===== src/mts_pkg.sv =====
// Constants and types for the march test sequencer
package mts_pkg;
   localparam int CLK_PERIOD_NS = 40;
   localparam int ADDR_W = 10;
   localparam int ROW_W = 5;
   localparam int CNT_W = 4;
   localparam int REF_W = 17;
   localparam logic [9:0] FIRST_ADDR = 10'h000;
   localparam logic [9:0] LAST_ADDR = 10'h3FF;
   localparam logic [4:0] FIRST_ROW = 5'h00;
   localparam logic [4:0] LAST_ROW = 5'h1F;
   // Access timing in ns, refresh period in ms, synchroniser latency in cycles
   localparam int T_PC_NS = 125;
   localparam int T_ACC_NS = 300;
   localparam int T_WP_NS = 50;
   localparam int T_CP_NS = 85;
   localparam int T_REF_MS = 2;
   localparam int SYNC_LAT = 4;
   // Least times round up
   localparam int PC_CYC = (T_PC_NS + CLK_PERIOD_NS - 1) / CLK_PERIOD_NS;
   localparam int ACC_CYC = (T_ACC_NS + CLK_PERIOD_NS - 1) / CLK_PERIOD_NS;
   localparam int WP_CYC = (T_WP_NS + CLK_PERIOD_NS - 1) / CLK_PERIOD_NS;
   localparam int CP_CYC = (T_CP_NS + CLK_PERIOD_NS - 1) / CLK_PERIOD_NS;
   localparam logic [3:0] PC_LOAD = 4'(PC_CYC - 1);
   localparam logic [3:0] RD_LOAD = 4'(ACC_CYC + SYNC_LAT - 1);
   localparam logic [3:0] WP_LOAD = 4'(WP_CYC - 1);
   localparam logic [3:0] CP_LOAD = 4'(CP_CYC - 1);
   // Longest time rounds down
   localparam int REF_CYC = (T_REF_MS * 1000000) / CLK_PERIOD_NS;
   localparam int REF_MARGIN = 1024;
   typedef enum logic [1:0] {
      MTS_IDLE = 2'b00,
      MTS_PRE = 2'b01,
      MTS_CE = 2'b10,
      MTS_GAP = 2'b11
   } mts_state_t;
   typedef enum logic [1:0] {
      MTS_FILL = 2'b00,
      MTS_UP = 2'b01,
      MTS_DOWN = 2'b10
   } mts_phase_t;
endpackage : mts_pkg


===== src/mts_march.sv =====
// March test sequencer for a 1024 x 1 dynamic RAM
//
// Behaviour
// - Memory holds 1024 one-bit cells, 32 rows of 32; test covers 0..1023.
// - Five low address bits select the row; tester drives row there.
// - Each access rewrites the whole selected row, so visiting a row refreshes it.
// - Five high address bits select the column amplifier to data pins.
`timescale 1ns/10ps
`default_nettype none
module mts_march #(
   parameter int REF_CYCLES = mts_pkg::REF_CYC
) (
   input wire logic clock,
   input wire logic reset_n,
   input wire logic start,
   input wire logic background,
   input wire logic ram_data_in,
   output logic [4:0] ram_row,
   output logic [4:0] ram_col,
   output logic ram_precharge,
   output logic ram_chip_enable,
   output logic ram_write,
   output logic ram_data_out,
   output logic busy,
   output logic done,
   output logic fail,
   output logic [9:0] fail_addr
);
   localparam logic [16:0] REF_DUE_AT = (REF_CYCLES > mts_pkg::REF_MARGIN) ?
      17'(REF_CYCLES - mts_pkg::REF_MARGIN) : 17'h00001;
   localparam logic [16:0] REF_MAX = 17'(REF_CYCLES);
   logic rst_meta;
   logic rst_sync_n;
   logic start_sync;
   logic bg_sync;
   logic data_sync;
   mts_pkg::mts_state_t state, next_state;
   mts_pkg::mts_phase_t phase, next_phase;
   logic [9:0] addr, next_addr;
   logic is_write, next_is_write;
   logic [3:0] cnt, next_cnt;
   logic refresh_mode, next_refresh_mode;
   logic [4:0] ref_row, next_ref_row;
   logic [16:0] ref_count, next_ref_count;
   logic bg, next_bg;
   logic start_prev;
   logic start_edge;
   logic expect_bit;
   logic row_wrap;
   logic finished;
   logic [4:0] next_ram_row;
   logic [4:0] next_ram_col;
   logic next_ram_precharge;
   logic next_ram_chip_enable;
   logic next_ram_write;
   logic next_ram_data_out;
   logic next_busy;
   logic next_done;
   logic next_fail;
   logic [9:0] next_fail_addr;
   always_ff @(posedge clock or negedge reset_n) begin
      if (!reset_n) begin
         rst_meta <= 1'b0;
         rst_sync_n <= 1'b0;
      end else begin
         rst_meta <= 1'b1;
         rst_sync_n <= rst_meta;
      end
   end
   mts_sync3 u_sync_start (
      .clock(clock),
      .rst_n(rst_sync_n),
      .din(start),
      .q(start_sync)
   );
   mts_sync3 u_sync_bg (
      .clock(clock),
      .rst_n(rst_sync_n),
      .din(background),
      .q(bg_sync)
   );
   mts_sync3 u_sync_data (
      .clock(clock),
      .rst_n(rst_sync_n),
      .din(ram_data_in),
      .q(data_sync)
   );
   assign start_edge = start_sync & ~start_prev;
   always_comb begin
      next_state = state;
      next_phase = phase;
      next_addr = addr;
      next_is_write = is_write;
      next_cnt = (cnt == 4'h0) ? cnt : cnt - 4'h1;
      next_refresh_mode = refresh_mode;
      next_ref_row = ref_row;
      next_ref_count = (ref_count == REF_MAX) ? ref_count :
         ref_count + 17'h00001;
      next_bg = bg;
      next_done = done;
      next_fail = fail;
      next_fail_addr = fail_addr;
      finished = 1'b0;
      expect_bit = (phase == mts_pkg::MTS_UP) ? bg : ~bg;
      row_wrap = (phase == mts_pkg::MTS_DOWN) ?
         (addr[4:0] == mts_pkg::FIRST_ROW) : (addr[4:0] == mts_pkg::LAST_ROW);
      unique case (state)
         mts_pkg::MTS_IDLE: begin
            next_ref_count = 17'h00000;
            if (start_edge) begin
               next_bg = bg_sync;
               next_phase = mts_pkg::MTS_FILL;
               next_addr = mts_pkg::FIRST_ADDR;
               next_is_write = 1'b1;
               next_refresh_mode = 1'b0;
               next_fail = 1'b0;
               next_fail_addr = 10'h000;
               next_done = 1'b0;
               next_cnt = mts_pkg::PC_LOAD;
               next_state = mts_pkg::MTS_PRE;
            end
         end
         mts_pkg::MTS_PRE: begin
            if (cnt == 4'h0) begin
               next_cnt = (is_write && !refresh_mode) ?
                  mts_pkg::WP_LOAD : mts_pkg::RD_LOAD;
               next_state = mts_pkg::MTS_CE;
            end
         end
         mts_pkg::MTS_CE: begin
            if (cnt == 4'h0) begin
               if (!is_write && !refresh_mode && data_sync != expect_bit) begin
                  next_fail = 1'b1;
                  next_fail_addr = addr;
               end
               next_cnt = mts_pkg::CP_LOAD;
               next_state = mts_pkg::MTS_GAP;
            end
         end
         mts_pkg::MTS_GAP: begin
            if (cnt == 4'h0) begin
               next_cnt = mts_pkg::PC_LOAD;
               next_state = mts_pkg::MTS_PRE;
               if (refresh_mode) begin
                  if (ref_row == mts_pkg::LAST_ROW) begin
                     next_refresh_mode = 1'b0;
                     next_ref_count = 17'h00000;
                  end else begin
                     next_ref_row = ref_row + 5'h01;
                  end
               end else begin
                  if (is_write && row_wrap) begin
                     next_ref_count = 17'h00000;
                  end
                  unique case (phase)
                     mts_pkg::MTS_FILL: begin
                        if (addr == mts_pkg::LAST_ADDR) begin
                           next_phase = mts_pkg::MTS_UP;
                           next_addr = mts_pkg::FIRST_ADDR;
                           next_is_write = 1'b0;
                        end else begin
                           next_addr = addr + 10'h001;
                        end
                     end
                     mts_pkg::MTS_UP: begin
                        if (!is_write) begin
                           next_is_write = 1'b1;
                        end else if (addr == mts_pkg::LAST_ADDR) begin
                           next_phase = mts_pkg::MTS_DOWN;
                           next_is_write = 1'b0;
                        end else begin
                           next_addr = addr + 10'h001;
                           next_is_write = 1'b0;
                        end
                     end
                     default: begin
                        if (!is_write) begin
                           next_is_write = 1'b1;
                        end else if (addr == mts_pkg::FIRST_ADDR) begin
                           finished = 1'b1;
                        end else begin
                           next_addr = addr - 10'h001;
                           next_is_write = 1'b0;
                        end
                     end
                  endcase
                  if (finished) begin
                     next_done = 1'b1;
                     next_state = mts_pkg::MTS_IDLE;
                  end else if (ref_count >= REF_DUE_AT) begin
                     next_refresh_mode = 1'b1;
                     next_ref_row = mts_pkg::FIRST_ROW;
                  end
               end
            end
         end
      endcase
      next_ram_precharge = (next_state == mts_pkg::MTS_PRE);
      next_ram_chip_enable = (next_state == mts_pkg::MTS_CE);
      next_ram_write = (next_state == mts_pkg::MTS_CE) && next_is_write &&
         !next_refresh_mode;
      next_ram_row = next_refresh_mode ? next_ref_row : next_addr[4:0];
      next_ram_col = next_addr[9:5];
      next_ram_data_out = (next_phase == mts_pkg::MTS_UP) ? ~next_bg : next_bg;
      next_busy = (next_state != mts_pkg::MTS_IDLE);
   end

   always_ff @(posedge clock or negedge rst_sync_n) begin
      if (!rst_sync_n) begin
         state <= mts_pkg::MTS_IDLE;
         phase <= mts_pkg::MTS_FILL;
         addr <= 10'h000;
         is_write <= 1'b0;
         cnt <= 4'h0;
         refresh_mode <= 1'b0;
         ref_row <= 5'h00;
         ref_count <= 17'h00000;
         bg <= 1'b0;
         start_prev <= 1'b0;
         ram_row <= 5'h00;
         ram_col <= 5'h00;
         ram_precharge <= 1'b0;
         ram_chip_enable <= 1'b0;
         ram_write <= 1'b0;
         ram_data_out <= 1'b0;
         busy <= 1'b0;
         done <= 1'b0;
         fail <= 1'b0;
         fail_addr <= 10'h000;
      end else begin
         state <= next_state;
         phase <= next_phase;
         addr <= next_addr;
         is_write <= next_is_write;
         cnt <= next_cnt;
         refresh_mode <= next_refresh_mode;
         ref_row <= next_ref_row;
         ref_count <= next_ref_count;
         bg <= next_bg;
         start_prev <= start_sync;
         ram_row <= next_ram_row;
         ram_col <= next_ram_col;
         ram_precharge <= next_ram_precharge;
         ram_chip_enable <= next_ram_chip_enable;
         ram_write <= next_ram_write;
         ram_data_out <= next_ram_data_out;
         busy <= next_busy;
         done <= next_done;
         fail <= next_fail;
         fail_addr <= next_fail_addr;
      end
   end
endmodule : mts_march
`default_nettype wire


===== src/mts_sync3.sv =====
// Three-stage input synchroniser with agreement filter
`timescale 1ns/10ps
`default_nettype none
module mts_sync3 (
   input wire logic clock,
   input wire logic rst_n,
   input wire logic din,
   output logic q
);
   logic s1;
   logic s2;
   logic s3;
   logic next_q;

   always_comb begin
      next_q = (s2 == s3) ? s3 : q;
   end

   always_ff @(posedge clock or negedge rst_n) begin
      if (!rst_n) begin
         s1 <= 1'b0;
         s2 <= 1'b0;
         s3 <= 1'b0;
         q <= 1'b0;
      end else begin
         s1 <= din;
         s2 <= s1;
         s3 <= s2;
         q <= next_q;
      end
   end
endmodule : mts_sync3
`default_nettype wire


===== config.mk =====
export PLATFORM = sky130hd
export DESIGN_NAME = mts_march
export DESIGN_NICKNAME = d
export VERILOG_FILES = /design/src/mts_pkg.sv /design/src/mts_march.sv /design/src/mts_sync3.sv
export SDC_FILE = /design/constraint.sdc
export NUM_CORES = 1
export LEC_CHECK = 0
export BUFFER_PORTS_ARGS = -buffer_cell sky130_fd_sc_hd__clkbuf_2
export CAP_MARGIN = 20
export CORE_MARGIN = 3
export CORE_UTILIZATION = 40
export CTS_BUF_LIST = sky130_fd_sc_hd__clkbuf_16
export DETAILED_ROUTE_END_ITERATION = 8
export PLACE_DENSITY = 0.68
export SETUP_SLACK_MARGIN = 0.3
export SYNTH_ARGS = -nofsm -noshare
export SYNTH_HDL_FRONTEND = slang
export SYNTH_SLANG_ARGS = --single-unit

===== constraint.sdc =====
create_clock -name clock -period 2.3 [get_ports clock]
set_clock_uncertainty 0.15 [all_clocks]
set_input_delay 0.46 -clock clock [delete_from_list [all_inputs] [get_ports clock]]
set_output_delay 0.46 -clock clock [all_outputs]
set_load 0.02 [all_outputs]

==> reports/results.ini <==
[die]
num_rows=37
initial_core_util_pct=42.1
core_area_mm2=0.0106
die_w_um=111
io_pins=32
die_area_mm2=0.0124
die_h_um=111

[cts]
cts_tree=done
clock_sinks=80
clock-root-buffer=clkbuf_16
cts.htree.levels=3
numCtsBuffers=9
worst_skew_pair.late_latency_ns=0.34
clockBufferDepth=2
clk_pin_slew_ns=0.06

[grt]
grt_first_pass_wirelength_um=21300
antenna_found_initial=0
first_global_vias=4296
track_usage_pct=21.3
grt_remaining_overflow=0
grt_max_degree=45

[layout]
layout_common_cells=buf_4, dfrtp_1, nand2_1
n_antenna_cell=0
multiInputGateArea_mm2=0.00277
filler_cell_count=858
final_layout_size_suffix_gt1_share_pct=43.5
area_delta_synth_final_pct=48.2
final-seq-area_mm2=0.00201
final_common_cell=buf_4
final_cells=757
fin_nets=636
final_util_pct=62.3
postLayoutCellArea_mm2=0.00658

[worst_setup_path]
cp-start-kind=flop
path_buf_inv=2
crit_chain=inv_2 > ha_4 > or4b_4 > o31ai_4 > buf_6 > nand3_2 > o211ai_1 > o22ai_2 > mux2_4
cp.arrival_ns=2.49
crit_fanout=4
worstSetupEndpointType=flop
slowest_delay_ns=0.50
path_class=flop to flop
slowest_stage=or4b_4
worstPathRequired_ns=2.37
cp_top_family=simple AND/OR/NAND/NOR gates

[synth]
synth.largest_area_cell=dfrtp_1
syn_nets=502
synthCells=483
ys_top_cells_by_area=dfrtp_1, ha_1, nor2_1, o21ai_0, nand3_1
async_reset_ff_share_pct=100
yosysSeqAreaShare_pct=45.1
netlist_area_mm2=0.00444
synth_edf_count=0
ys_warn_count=0
synth_area_per_cell_um2=9.19
netlist.area_leader.share_pct=45.1
synth_flop_cell=dfrtp_1
synth_seq_cells=80
synth_cell_type_count=65

[timing]
fin_ws_ns=-0.116
setup_tns_ns=-0.725
timing.fmax_ghz=0.414
period_share_pct=105
hold_viol_final=0
layout_min_cycle_time_ns=2.42
slew_violations=0
setup-violations-final=19
grt_setup_unrepaired=yes

[drt]
wl_per_cell_um=17.9
drt_first_pass_iters=5
vias_per_cell=5.70
drcViolationCount=0
drt_wl_total_um=13500
vias=4316
ant_nets=0
drt_iter0_drc=269

[power_and_ir_drop]
power.density_mw_per_mm2=1190
static-leakage-power_uw=0.00283
vdd_ir_drop_max_v=0.000658

[placement]
hpwl_um=8840
place_congestion=0.981
port_buffers=31
dp.cells=703
placed_cell_area_mm2=0.00529
post-place-ws_ns=-0.195

[status]
violations=negative setup slack
status=finished, violations left

[flow_run]
cap_violations=0

[min_path]
hp-class=input pin to flop

==> worst register-to-register path, stage by stage (launching register included) <==
cell and delay, ns:
dfrtp_1 0.41, inv_2 0.09, ha_4 0.13, or4b_4 0.50
o31ai_4 0.27, buf_6 0.16, nand3_2 0.07, o211ai_1 0.11
o22ai_2 0.12, mux2_4 0.29
==> synthesized netlist by cell type (all sizes together), types with 3 or more instances <==
master	n
a21oi	29
o31a	3
and4	4
nor4b	3
o31ai	7
nor3	7
inv	34
a21o	3
nor2	46
nand2	38
a22oi	3
o22ai	5
nand2b	8
maj3	3
xor2	11
nor2b	5
nand3	30
o21a	3
or2	3
o211ai	3
a211oi	4
dfrtp	80
a311oi	3
mux2	8
o21ai	36
clkbuf	11
ha	14
and3	4
xnor2	9
nor4	8
or3	4
buf	14
nand4	7
==> kinds of logic after synthesis <==
kind of cell / after synthesis / synth area share, %
multiplexers: 10 / 2.48
XOR/XNOR: 20 / 3.95
AO/OA/AOI/OAI: 118 / 17.2
buffers and inverters: 60 / 5.95
AND/OR/NAND/NOR: 177 / 20.6
flip-flops: 80 / 45.1
other: 1 / 0.0845
adder cells (fa/ha/maj): 17 / 4.62
==> report_power, final <==
part / internal [µW] / switching, µW
clock: 832 / 566
combinational: 2160 / 2440
sequential: 1630 / 178
==> flip-flops by register name, summed over array words and instances (netlist names), 2 cells and up, named ones only <==
signal,flops
phase,2
ref_count,17
state,2
addr,5
cnt,4
ref_row,5
fail_addr,10
ram_row,5
==> worst paths after layout <==
| path | startpoint | end | slack, ns | cells after the start |
|---|---|---|---|---|
| hold reg to reg | rst_sync_n | fail_addr[1] | 0.15 | 0 |
| setup reg to reg | addr[1] | ram_row[1] | -0.12 | 9 |
| min in group asynchronous | rst_sync_n | fail_addr[1] | 0.15 | 0 |
| hold / removal | start | u_sync_start.s1 | 0.08 | 1 |
| max in group asynchronous | rst_sync_n | addr[3] | 1.23 | 1 |
| setup / recovery | addr[1] | ram_row[1] | -0.12 | 9 |
==> layer usage <==
metal | part of all wire, % | track usage [%] | vias to the layer above
met1 | 42 | 26.7 | 2164
met5 | 0 | 0 | -
met4 | 2.8 | 8.43 | 0
li1 | - | - | 1981
met3 | 5.1 | 5.33 | 30
met2 | 50 | 35.5 | 141
==> stage by stage <==
stage	total power [µW]	hold slack, ns
2_1_floorplan	3540	0.0144
3_3_place_gp	4660	0.0959
3_5_place_dp	4730	0.0977
4_1_cts	7050	0.0680
5_1_grt	8220	0.0660
6_report	7800	0.0772
==> what timing repair did <==
item,CTS,global route
endpoints found under the hold margin,2,0
resized for setup,109,46
setup buffers,20,14
endpoints found under the setup margin,59,61
cloned,2,2
pin swaps,40,30
hold buffers,1,0
==> cell type report <==
class                           instances  area share (%)
Tap cell                              136            2.59
Clock inverter                          6           0.932
Sequential cell                        80            30.6
Multi-Input combinational cell        343            42.1
Timing Repair Buffer                  148            18.3
Inverter                               35            2.05
Clock buffer                            9            3.42
No activity file was read; power rests on OpenSTA's default activity.
